$ cat src/pfh_pkg.sv
// package for the page flash host controller: pin timing, commands, carriers
package pfh_pkg;
  // bus widths
  localparam int ADDR_W      = 20;
  localparam int DATA_W      = 16;
  localparam int LANE_W      = 8;
  // unlock addresses, compared on address bits 14..0 only
  localparam int UNLOCK_W    = 15;
  localparam logic [14:0] UNLOCK_A1 = 15'h5555;
  localparam logic [14:0] UNLOCK_A2 = 15'h2AAA;
  localparam logic [7:0]  UNLOCK_D1 = 8'hAA;
  localparam logic [7:0]  UNLOCK_D2 = 8'h55;
  // command bytes sent on the third write; erase confirm bytes go on the sixth
  localparam logic [7:0]  CMD_READ_RESET  = 8'hF0;
  localparam logic [7:0]  CMD_PROGRAM     = 8'hA0;
  localparam logic [7:0]  CMD_ERASE_SETUP = 8'h80;
  localparam logic [7:0]  CMD_CHIP_ERASE  = 8'h10;
  localparam logic [7:0]  CMD_SECT_ERASE  = 8'h30;
  localparam logic [7:0]  CMD_SUSPEND     = 8'hB0;
  localparam logic [7:0]  CMD_RESUME      = 8'hD0;
  localparam logic [7:0]  CMD_READ_STATUS = 8'h70;
  localparam logic [7:0]  CMD_CLR_STATUS  = 8'h50;
  // page geometry
  localparam int PAGE_WORDS  = 64;
  localparam int PAGE_BYTES  = 128;
  localparam int RPAGE_W     = 3;
  // strobe timing: phase length in ns and cycles at 10 MHz
  localparam int CLK_NS      = 100;
  localparam int PHASE_NS    = 200;
  localparam int PHASE_CYC   = (PHASE_NS + CLK_NS - 1) / CLK_NS;
  localparam int CNT_W       = 4;

  // user operations
  typedef enum logic [2:0] {
    PFH_OP_READ, PFH_OP_WRITE, PFH_OP_CMD, PFH_OP_ERASE, PFH_OP_CMD_DATA
  } pfh_op_t;

  // request carrier
  typedef struct packed {
    pfh_op_t           op;
    logic [ADDR_W-1:0] addr;
    logic [DATA_W-1:0] data;
    logic [7:0]        cmd;
    logic              byte_lo;
  } pfh_req_t;

  // flash pin carrier (outputs of the controller)
  typedef struct packed {
    logic [ADDR_W-1:0] addr_in;
    logic              ce_n;
    logic              oe_n;
    logic              we_n;
    logic              byte_n;
    logic              wp;
  } pfh_pins_t;
endpackage

$ cat src/pfh_host.sv
// host controller driving a page-mode parallel flash through its pins
// How it works
// RQ1 - address presented per write, dropped after
// RQ2 - commands and status on low lane
// RQ3 - device floats lanes when deselected
// RQ4 - upper lane written only word writes
// RQ5 - byte mode: top pin is address
// RQ6 - word mode: top pin carries data
// RQ7 - chip select low for every access
// RQ8 - output enable low only when reading
// RQ9 - commands written by write enable strobe
// RQ10 - device protects top and bottom sectors
// RQ11 - write protect pin high unlocks all
// RQ12 - page reads vary three low addresses; host reads one word per request, CE_N raised after each
// RQ13 - page program latches one page; host programs one word per write sequence
// RQ14 - erase one sector or chip
// RQ15 - erase suspend command supported
// RQ16 - status register polled for completion
// RQ17 - unlock addresses 5555 and 2AAA
// RQ18 - command data on low byte only
// RQ19 - only status or suspend while busy; host takes no request while BUSY_OP, then any op once idle
// RQ20 - address at fall, data at rise
`timescale 1ns/1ns
module pfh_host
  import pfh_pkg::*;
#(
  parameter int PHASE = PHASE_CYC
) (
  input  wire logic              MCLK,
  input  wire logic              RST,
  input  wire logic              REQ_VALID,
  input  wire pfh_op_t           REQ_OP,
  input  wire logic [ADDR_W-1:0] REQ_ADDR,
  input  wire logic [DATA_W-1:0] REQ_DATA,
  input  wire logic [7:0]        REQ_CMD,
  input  wire logic              WORD_MODE,
  input  wire logic              UNPROTECT,
  output logic                   REQ_READY,
  output logic                   RSP_VALID,
  output logic [DATA_W-1:0]      RSP_DATA,
  output logic                   BUSY_OP,
  output logic [ADDR_W-1:0]      ADDR_IN,
  output logic                   CE_N,
  output logic                   OE_N,
  output logic                   WE_N,
  output logic                   BYTE_N,
  output logic                   WP,
  output logic [LANE_W-1:0]      LOW_LANE_O,
  output logic                   LOW_LANE_OE_N,
  input  wire logic [LANE_W-1:0] LOW_LANE_I,
  output logic [6:0]             UPPER_LANE_O,
  output logic                   UPPER_LANE_OE_N,
  input  wire logic [6:0]        UPPER_LANE_I,
  output logic                   TOP_DATA_OR_LOW_ADDR_O,
  output logic                   TOP_DATA_OR_LOW_ADDR_OE_N,
  input  wire logic              TOP_DATA_OR_LOW_ADDR_I
);

  typedef enum logic [2:0] {S_IDLE, S_SETUP, S_STROBE, S_HOLD, S_NEXT} pfh_state_t;

  pfh_state_t        state_r, state_nxt;
  pfh_req_t          req_r;
  logic [2:0]        step_r;         // bus cycle index within a sequence
  logic [2:0]        nsteps_r;       // total bus cycles in sequence
  logic [CNT_W-1:0]  cnt_r;
  logic              word_r;
  logic [ADDR_W-1:0] cyc_addr;
  logic [7:0]        cyc_lo;
  logic [DATA_W-1:0] cyc_data;
  logic              cyc_is_read;
  logic              cyc_wide;
  logic              phase_done;
  logic [DATA_W-1:0] rd_word;
  logic              busy_r;
  logic [ADDR_W-1:0] pin_addr_r;

  // count of bus cycles for each operation
  function automatic logic [2:0] op_steps(input pfh_op_t op);
    unique case (op)
      PFH_OP_READ:     op_steps = 3'd1;
      PFH_OP_WRITE:    op_steps = 3'd4;
      PFH_OP_CMD:      op_steps = 3'd3;
      PFH_OP_ERASE:    op_steps = 3'd6;
      PFH_OP_CMD_DATA: op_steps = 3'd4;
      default:         op_steps = 3'd1;
    endcase
  endfunction

  // unlock prefix address for a step, upper bits zero
  function automatic logic [ADDR_W-1:0] pre_addr(input logic [2:0] s);
    pre_addr = {(ADDR_W-UNLOCK_W)'(0), (s == 3'd1 || s == 3'd4) ? UNLOCK_A2 : UNLOCK_A1};
  endfunction

  // per-step address and data selection
  // RQ17 unlock address decode
  // status sequences end in a read cycle on their fourth step
  assign cyc_is_read = (req_r.op == PFH_OP_READ) || (req_r.op == PFH_OP_CMD_DATA && step_r == 3'd3);
  assign cyc_addr = cyc_is_read ? req_r.addr
                  : (step_r == nsteps_r - 3'd1 && req_r.op != PFH_OP_CMD) ? req_r.addr
                  : pre_addr(step_r);
  // RQ18 command on low byte
  assign cyc_lo = (step_r == 3'd0 || step_r == 3'd3) ? UNLOCK_D1
                : (step_r == 3'd1 || step_r == 3'd4) ? UNLOCK_D2
                : (step_r == 3'd2 && req_r.op == PFH_OP_ERASE) ? CMD_ERASE_SETUP
                : req_r.cmd;
  assign cyc_data = (req_r.op == PFH_OP_WRITE && step_r == 3'd3) ? req_r.data
                  : (req_r.op == PFH_OP_ERASE && step_r == 3'd5) ? {8'h00, req_r.cmd}
                  : {8'h00, cyc_lo};
  // RQ4 upper lane only for word data writes
  assign cyc_wide = word_r && req_r.op == PFH_OP_WRITE && step_r == 3'd3;
  assign phase_done = (cnt_r == CNT_W'(PHASE - 1));
  // RQ5 byte mode reads only the low lane
  assign rd_word = word_r ? {TOP_DATA_OR_LOW_ADDR_I, UPPER_LANE_I, LOW_LANE_I}
                          : {8'h00, LOW_LANE_I};

  // sequencer next state
  always_comb begin
    state_nxt = state_r;
    unique case (state_r)
      S_IDLE:   if (REQ_VALID) state_nxt = S_SETUP;
      S_SETUP:  if (phase_done) state_nxt = S_STROBE;
      S_STROBE: if (phase_done) state_nxt = S_HOLD;
      S_HOLD:   if (phase_done) state_nxt = (step_r == nsteps_r - 3'd1) ? S_IDLE : S_NEXT;
      S_NEXT:   state_nxt = S_SETUP;
    endcase
  end

  // sequencer registers
  always_ff @(posedge MCLK) begin
    if (RST) begin
      state_r  <= S_IDLE;
      cnt_r    <= '0;
      step_r   <= '0;
      nsteps_r <= '0;
      req_r    <= '0;
      word_r   <= 1'b1;
      busy_r   <= 1'b0;
    end else begin
      state_r <= state_nxt;
      cnt_r   <= (state_nxt != state_r) ? '0 : cnt_r + CNT_W'(1);
      if (state_r == S_IDLE && REQ_VALID) begin
        req_r    <= '{op: REQ_OP, addr: REQ_ADDR, data: REQ_DATA, cmd: REQ_CMD, byte_lo: 1'b0};
        nsteps_r <= op_steps(REQ_OP);
        step_r   <= '0;
        word_r   <= WORD_MODE;
        busy_r   <= 1'b1;
      end
      if (state_r == S_NEXT) step_r <= step_r + 3'd1;
      if (state_r == S_HOLD && state_nxt == S_IDLE) busy_r <= 1'b0;
    end
  end

  // pin registers: address lags the step by one clock, so it settles one cycle into setup and holds through hold
  always_ff @(posedge MCLK) begin
    if (RST) begin
      pin_addr_r <= '0;
      CE_N       <= 1'b1;
      OE_N       <= 1'b1;
      WE_N       <= 1'b1;
      RSP_VALID  <= 1'b0;
      RSP_DATA   <= '0;
      LOW_LANE_O <= '0;
      UPPER_LANE_O <= '0;
      TOP_DATA_OR_LOW_ADDR_O <= 1'b0;
    end else begin
      RSP_VALID <= 1'b0;
      // RQ1 address per cycle
      pin_addr_r <= cyc_addr;
      // RQ7 chip select around access
      CE_N <= (state_nxt == S_IDLE || state_nxt == S_NEXT);
      // RQ8 output enable for reads
      OE_N <= !(cyc_is_read && state_nxt == S_STROBE);
      // RQ9 RQ20 write strobe, address at fall, data at rise
      WE_N <= !(!cyc_is_read && state_nxt == S_STROBE);
      LOW_LANE_O   <= cyc_data[LANE_W-1:0];
      UPPER_LANE_O <= cyc_data[14:8];
      // byte mode: top pin picks the byte on reads and on program data alike
      TOP_DATA_OR_LOW_ADDR_O <= word_r ? cyc_data[15] : req_r.addr[0];
      // RQ2 RQ16 sample read data at end of strobe
      if (state_r == S_STROBE && phase_done && cyc_is_read) begin
        RSP_VALID <= 1'b1;
        RSP_DATA  <= rd_word;
      end
    end
  end

  // output drives; enables active low
  // RQ6 top pin is data in word mode, address in byte mode
  assign ADDR_IN   = pin_addr_r;
  assign LOW_LANE_OE_N   = !(!cyc_is_read && state_r != S_IDLE);
  assign UPPER_LANE_OE_N = !(!cyc_is_read && state_r != S_IDLE && cyc_wide);
  assign TOP_DATA_OR_LOW_ADDR_OE_N = word_r ? UPPER_LANE_OE_N : 1'b0;
  assign BYTE_N    = word_r;
  // RQ11 write protect pin from user
  assign WP        = UNPROTECT;
  // RQ19 one request at a time while busy
  assign REQ_READY = (state_r == S_IDLE);
  assign BUSY_OP   = busy_r;

  // RQ8 output enable never low with write enable
  property p_oe_we_excl;
    @(posedge MCLK) disable iff (RST) !(OE_N == 1'b0 && WE_N == 1'b0);
  endproperty
  a_oe_we_excl: assert property (p_oe_we_excl) else $error("oe and we low together"); // RQ8

  // RQ7 strobes only with chip selected
  property p_ce_strobe;
    @(posedge MCLK) disable iff (RST) (!WE_N || !OE_N) |-> !CE_N;
  endproperty
  a_ce_strobe: assert property (p_ce_strobe) else $error("strobe without chip select"); // RQ7

  // RQ20 address stable across write strobe
  property p_addr_stable;
    @(posedge MCLK) disable iff (RST) !WE_N |-> $stable(ADDR_IN);
  endproperty
  a_addr_stable: assert property (p_addr_stable) else $error("address moved under strobe"); // RQ20

  // RQ3 host not driving low lane during read strobe
  property p_no_contention;
    @(posedge MCLK) disable iff (RST) !OE_N |-> LOW_LANE_OE_N;
  endproperty
  a_no_contention: assert property (p_no_contention) else $error("host drives lane in read"); // RQ3

  // RQ17 first write of command goes to unlock address
  property p_unlock_first;
    @(posedge MCLK) disable iff (RST)
      ($fell(WE_N) && step_r == 3'd0) |-> ADDR_IN[14:0] == UNLOCK_A1 && LOW_LANE_O == UNLOCK_D1;
  endproperty
  a_unlock_first: assert property (p_unlock_first) else $error("bad first unlock cycle"); // RQ17

  // RQ5 top pin driven as address in byte mode
  property p_byte_top;
    @(posedge MCLK) disable iff (RST) !BYTE_N |-> !TOP_DATA_OR_LOW_ADDR_OE_N;
  endproperty
  a_byte_top: assert property (p_byte_top) else $error("top pin floating in byte mode"); // RQ5

  // RQ2 read response follows output enable
  property p_rsp_after_oe;
    @(posedge MCLK) disable iff (RST) RSP_VALID |-> $past(!OE_N);
  endproperty
  a_rsp_after_oe: assert property (p_rsp_after_oe) else $error("response without read strobe"); // RQ2

  // RQ9 strobe lasts phase length
  property p_we_width;
    @(posedge MCLK) disable iff (RST) $fell(WE_N) |-> !WE_N [*2];
  endproperty
  a_we_width: assert property (p_we_width) else $error("write strobe too short"); // RQ9

endmodule // pfh_host

$ cat config.mk
export PLATFORM = sky130hd
export DESIGN_NAME = pfh_host
export DESIGN_NICKNAME = d
export VERILOG_FILES = /design/src/pfh_pkg.sv /design/src/pfh_host.sv
export SDC_FILE = /design/constraint.sdc
export NUM_CORES = 1
export LEC_CHECK = 0
export ABC_AREA = 1
export BUFFER_PORTS_ARGS = -buffer_cell sky130_fd_sc_hd__clkbuf_2
export CORE_MARGIN = 1
export CORE_UTILIZATION = 41
export DETAILED_ROUTE_END_ITERATION = 7
export PLACE_DENSITY_LB_ADDON = 0.3
export SLEW_MARGIN = 20
export SYNTH_ARGS = -nofsm -noshare
export SYNTH_HDL_FRONTEND = slang
export SYNTH_SLANG_ARGS = --single-unit
$ cat constraint.sdc
create_clock -name MCLK -period 2.2 [get_ports MCLK]
set_input_delay 0.11 -clock MCLK [delete_from_list [all_inputs] [get_ports MCLK]]
set_output_delay 0.11 -clock MCLK [all_outputs]
set_load 0.02 [all_outputs]
==> reports/qor.yml, run 1 <==
synth_ff_type: "dfxtp_1"
finalSetupTns_ps: 0
yosys_register_bits: 118
syn_to_final_growth_pct: 43.4
p_sw_uw: 2050
final_nets: 838
final-setup-viol-count: 0
avgSynthCellArea_um2: 8.13
skew_ps: 6.25
period_share: 0.958
tightestPinTransition_ps: 611
drt_first_iter_violations: 287
ant_nets: 0
ios: 131
met3_usage: 0.0753
post-route-drc-count: 0
startpoint: "step_r[2]"
rsz0062_at_grt: "no"
crit_arrival_ps: 2000
rr_worst_depth: 8
met1_usage: 0.250
cp_data_required_time_ps: 2090
irDropWorstVdd_v: 0.000800
synth_top_area_cell: "dfxtp_1"
core_mm2: 0.0109
top_usage_layer: "met2"
synth.yosys.seq_area_share: 0.513
worst_hold_slack_ps: 64.6
cts_tree: "done"
start_util: 0.423
crit_type: "reg2out"
maxCapViolations: 0
holdCritStartpoint: "REQ_VALID"
clock_sinks: 118
clk_pin_slew_ps: 50
yosysTopAreaCellShare: 0.513
synthTopCellsByCount: "118 x dfxtp_1, 107 x nor2_1, 71 x nand2_1, 69 x o21ai_0, 45 x inv_1"
status: "finished, final reports clean"
grt_max_degree: 43
p_seq_frac: 0.377
crit_family: "compound AO/OA/AOI/OAI gates"
antenna_found_initial: 0
insertion_delay_ps: 520
final.min_clock_period_ps: 2110
switching_share: 0.298
path_cells: "inv_2, ha_1, o21ai_4, a31oi_1, clkbuf_2"
die-area_mm2: 0.0116
layout-drive-gt1-share: 0.262
holdPathStages: 4
grt_pass1_vias: 4184
regArea_mm2: 0.00236
leakage_uw: 0.00301
hp-class: "in2reg"
grt_overflow: 0
hold_viol: 0
die_w_um: 108
dr_total_vias: 4393
htreeDepth: 4
drt_wl_total_mm: 11.9
grt.met2_usage: 0.359
grt.total_usage: 0.212
multi_input_area_mm2: 0.00188
antenna_cells: 0
pwr-share-clk: 0.402
reg2reg_from: "step_r[2]"
crit_path_end_kind: "output pin"
power_density_mw_per_mm2: 1040
synth_edf_count: 0
synth.distinct_cells: 42
critPathSlowestCell: "dfxtp_1"
std_cell_rows: 38
wl_per_cell_um: 13.0
cts-root-buf: "clkbuf_8"
slowest_delay_ps: 450
slew_violations: 0
critPathLaunchType: "register"
slew_headroom: 0.592
drtPass1Iterations: 5
io_buffers: 128
grt_first_pass_wirelength_mm: 19.0
syn_area_mm2: 0.00460
synthesis.nets: 642
clock_path_buffers: 2
die_y_um: 108
postSynthCellCount: 566
maxClockFrequency_mhz: 475
power.share.combinational: 0.221
async_flop_share: 0
num-fill-cells: 957
timing.critical_path.buf_inv: 2
synth_area_leaders: "dfxtp_1 51%, nor2_1 8.7%, o21ai_0 7.5%"
dpl.hpwl_mm: 7.71
cp_num_cells: 5
place_congestion: 0.836
internal_power_uw: 4830
viasPerCell: 4.80
crit_path_max_fanout: 8
numCtsBuffers: 17
yosysMostFrequentCell: "dfxtp_1"
synth_warnings: 0
## metal layers
layer | vias to the layer above | wire (um) | share of wire
li1 | 2225 | - | -
met1 | 1995 | 5290 | 0.44
met2 | 156 | 5700 | 0.48
met3 | 17 | 779 | 0.065
met4 | 0 | 152 | 0.013
met5 | - | 0 | 0
## layout make-up
| cell class | instances | share of cell area |
|---|---|---|
| Inverter | 53 | 0.0313 |
| Sequential cell | 118 | 0.358 |
| Multi-Input combinational cell | 370 | 0.285 |
| Clock inverter | 7 | 0.0178 |
| Clock buffer | 25 | 0.0734 |
| Tap cell | 140 | 0.0266 |
| Timing Repair Buffer | 202 | 0.208 |
## stage by stage
step	area [um^2]	worst slack, ps	total power [uW]	util	std cells
floorplan	4600	606	3660	-	566
global placement	5320	430	3990	0.489	815
detailed placement	5320	336	4030	0.489	815
CTS	6570	9.53	6900	0.604	912
global route	6600	9.89	7240	0.606	915
finish	6600	93.5	6880	0.606	915
## kinds of logic (layout without fill, tap and decap cells)
| group | after synthesis | after routing | synth area share |
|---|---|---|---|
| simple gates | 236 | 236 | 0.240 |
| compound gates | 124 | 124 | 0.143 |
| flops | 118 | 118 | 0.513 |
| buf+inv | 78 | 287 | 0.0775 |
| fa+ha+maj | 8 | 8 | 0.0218 |
| xor+xnor | 2 | 2 | 0.00381 |
## sequential cells by signal, summed over array words and instances, names as in the netlist
name / flops
LOW_LANE_O: 8
req_r: 47
CE_N: 1
step_r: 3
RSP_DATA: 16
BYTE_N: 1
BUSY_OP: 1
OE_N: 1
cnt_r: 4
RSP_VALID: 1
nsteps_r: 3
WE_N: 1
TOP_DATA_OR_LOW_ADDR_O: 1
state_r: 3
ADDR_IN: 20
UPPER_LANE_O: 7
## what timing repair did
item                                    4_1_cts  5_1_grt
gates resized for setup                       1        0
buffers inserted                              1        3
hold endpoints to repair                     66        0
pin swaps                                     1        1
endpoints found under the setup margin        2        2
hold buffers                                 64        0
## path summary, 6_finish.rpt
check	endpoint	slack, ps
setup reg to reg	RSP_DATA[9]	420
setup / recovery	TOP_DATA_OR_LOW_ADDR_OE_N	90
hold reg to reg	UPPER_LANE_O[2]	440
hold / removal	cnt_r[3]	60
## power groups by stage
stage          clock network [uW]  registers [uW]  logic (uW)
2_1_floorplan                   0            2740         928
3_3_place_gp                    0            2630        1360
3_5_place_dp                    0            2630        1400
4_1_cts                      2810            2590        1500
5_1_grt                      2920            2620        1690
6_report                     2770            2590        1520
## worst register-to-register path, cell delays in order, from the launching register on
cell     delay, ps
dfxtp_1        450
inv_2          100
ha_1           270
o21ai_4        320
buf_4          180
inv_2           60
nand3_4        150
nand3_1        100
o21ai_0         80
## cells in the final DEF, fill, tap and decap left out, types with 2 or more instances in the layout
| cell | count |
|---|---|
| o211ai_1 | 2 |
| ha_1 | 8 |
| nor3_2 | 5 |
| nor2_2 | 7 |
| clkinvlp_4 | 3 |
| a21oi_1 | 38 |
| a211oi_1 | 3 |
| inv_1 | 44 |
| clkbuf_1 | 4 |
| clkbuf_16 | 16 |
| or2_2 | 2 |
| nand2_2 | 2 |
| nand2_1 | 71 |
| dfxtp_1 | 118 |
| nand3_4 | 2 |
| inv_2 | 7 |
| o21ai_1 | 3 |
| o21ai_0 | 69 |
| dlygate4sd3_1 | 64 |
| nand3_1 | 23 |
| buf_4 | 9 |
| clkbuf_8 | 5 |
| clkbuf_2 | 128 |
| nand4_1 | 5 |
| bufinv_16 | 3 |
| nor2_1 | 107 |
| a31oi_1 | 5 |
| nand2_4 | 3 |
Power figures use the tool's default switching activity.
==> inputs of run 2 (changes only) <==
--- a/config.mk
+++ b/config.mk
@@ -11,6 +11,7 @@
 export CORE_UTILIZATION = 41
 export DETAILED_ROUTE_END_ITERATION = 7
 export PLACE_DENSITY_LB_ADDON = 0.3
+export RECOVER_POWER = 25
 export SLEW_MARGIN = 20
 export SYNTH_ARGS = -nofsm -noshare
 export SYNTH_HDL_FRONTEND = slang
==> run 2 against run 1 <==
Effect of this change: global-route usage unchanged; total power decreased by 0.38%; hold slack got worse by 0.66 ps; die area unchanged; routed wire length increased by 0.14%; final cell count unchanged; clock-buffer cell count unchanged; non-clock buffer count unchanged; first-iteration DRC count increased by 6.3%; critical endpoint unchanged; largest power group unchanged; highest routed layer unchanged.
==> reports/qor.yml, run 2 (synthesized netlist as in run 1, its figures left out) <==
clock_sinks: 118
r2r_slack_ps: 420
startpoint: "step_r[2]"
grt_first_pass_wirelength_mm: 19.0
critPathLaunchType: "register"
ios: 131
antenna_cells: 0
slew_violations: 0
status: "finished, final reports clean"
power_uw: 6860
worst_hold_path.endpoint: "cnt_r[3]"
crit_path_end_kind: "output pin"
wl_per_cell_um: 13.0
irDropWorstVdd_v: 0.000787
cts-root-buf: "clkbuf_8"
die_w_um: 108
syn_to_final_growth_pct: 42.2
reg2reg_to: "RSP_DATA[9]"
regMostFlops: "req_r"
numCtsBuffers: 17
drt_first_iter_violations: 305
leakage_uw: 0.00286
period_share: 0.957
clk_pin_slew_ps: 50
hp-class: "in2reg"
htreeDepth: 4
mostFrequentLayoutCells: "118 x dfxtp_1, 107 x nor2_1, 84 x clkbuf_2"
final_nets: 838
path_cells: "inv_2, ha_1, o21ai_4, a31oi_1, clkbuf_2"
crit_path_max_fanout: 8
cts_tree: "done"
io_buffers: 128
start_util: 0.423
crit_type: "reg2out"
crit_arrival_ps: 2000
critPathSlowestCell: "dfxtp_1"
slowest_delay_ps: 450
place_area_mm2: 0.00532
slew_headroom: 0.592
std_cell_rows: 38
viasPerCell: 4.83
die-area_mm2: 0.0116
post-route-drc-count: 0
maxClockFrequency_mhz: 475
maxCapViolations: 0
die_y_um: 108
skew_ps: 6.04
dr_total_vias: 4421
clock_path_buffers: 2
rsz0062_at_grt: "no"
core_mm2: 0.0109
antenna_found_initial: 0
drt_wl_total_mm: 11.9
power_density_mw_per_mm2: 1050
hold_viol: 0
place_congestion: 0.836
drtPass1Iterations: 5
holdPathStages: 4
ant_nets: 0
reg2reg_from: "step_r[2]"
final-setup-viol-count: 0
dpl.hpwl_mm: 7.71
cp_data_required_time_ps: 2090
grt_max_degree: 43
final_area_mm2: 0.00654
largest_reg_flops: 47
final.min_clock_period_ps: 2110
insertion_delay_ps: 520
layout-drive-gt1-share: 0.205
holdCritStartpoint: "REQ_VALID"
grt_pass1_vias: 4184
finalSetupTns_ps: 0
rr_worst_depth: 8
tightestPinTransition_ps: 611
grt_overflow: 0
grt.total_usage: 0.212
final_common_cell: "dfxtp_1"
-- run 2: area by class of cell --
type	instances	area, um^2
Clock buffer	25	484
Clock inverter	7	118
Fill cell	975	4350
Inverter	53	206
Multi-Input combinational cell	370	1880
Sequential cell	118	2360
Tap cell	140	175
Timing Repair Buffer	202	1310
-- run 2: metrics by stage --
stage | worst slack, ps | util | hold WS (ps) | std cells
2_1_floorplan | 606 | - | 240 | 566
3_3_place_gp | 430 | 0.489 | 220 | 815
3_5_place_dp | 336 | 0.489 | 220 | 815
4_1_cts | 9.53 | 0.604 | 35.4 | 912
5_1_grt | 9.89 | 0.601 | 61.3 | 915
6_report | 93.9 | 0.601 | 64.0 | 915
-- run 2: how the worst max path moves through the flow --
stage                                            to  slack [ps]  cells past startpoint
final                     TOP_DATA_OR_LOW_ADDR_OE_N          90                      5
after global routing      TOP_DATA_OR_LOW_ADDR_OE_N          10                      5
after CTS                 TOP_DATA_OR_LOW_ADDR_OE_N          10                      5
after detailed placement            UPPER_LANE_O[2]         340                      6
after global placement              UPPER_LANE_O[3]         430                      6
after floorplan                        RSP_DATA[13]         610                      8
-- run 2: timing repair --
item | CTS | global route
pin swaps | 1 | 1
buffers inserted | 1 | 3
endpoints found under the setup margin | 2 | 2
hold buffers | 64 | 0
hold endpoints to repair | 66 | 0
gates resized for setup | 1 | 0
-- run 2: critical path: cells and delay by family, from the launching register on --
family / cells / cell delay, ps
DFF: 1 / 450
AOI/OAI and AO/OA: 2 / 480
adders and majority gates: 1 / 270
buffers and inverters: 2 / 280
-- run 2: routing by layer --
metal / wire, um / GRT usage / vias up
met5: 0 / 0 / -
met4: 129 / 0.0705 / 0
met3: 792 / 0.0753 / 14
met2: 5740 / 0.359 / 155
met1: 5280 / 0.250 / 2027
li1: - / - / 2225
-- run 2: power breakdown --
group	internal, uW	total, uW	switching (uW)
sequential	2450	2590	148
clock	1840	2760	920
combinational	516	1500	981
total	4810	6860	2050
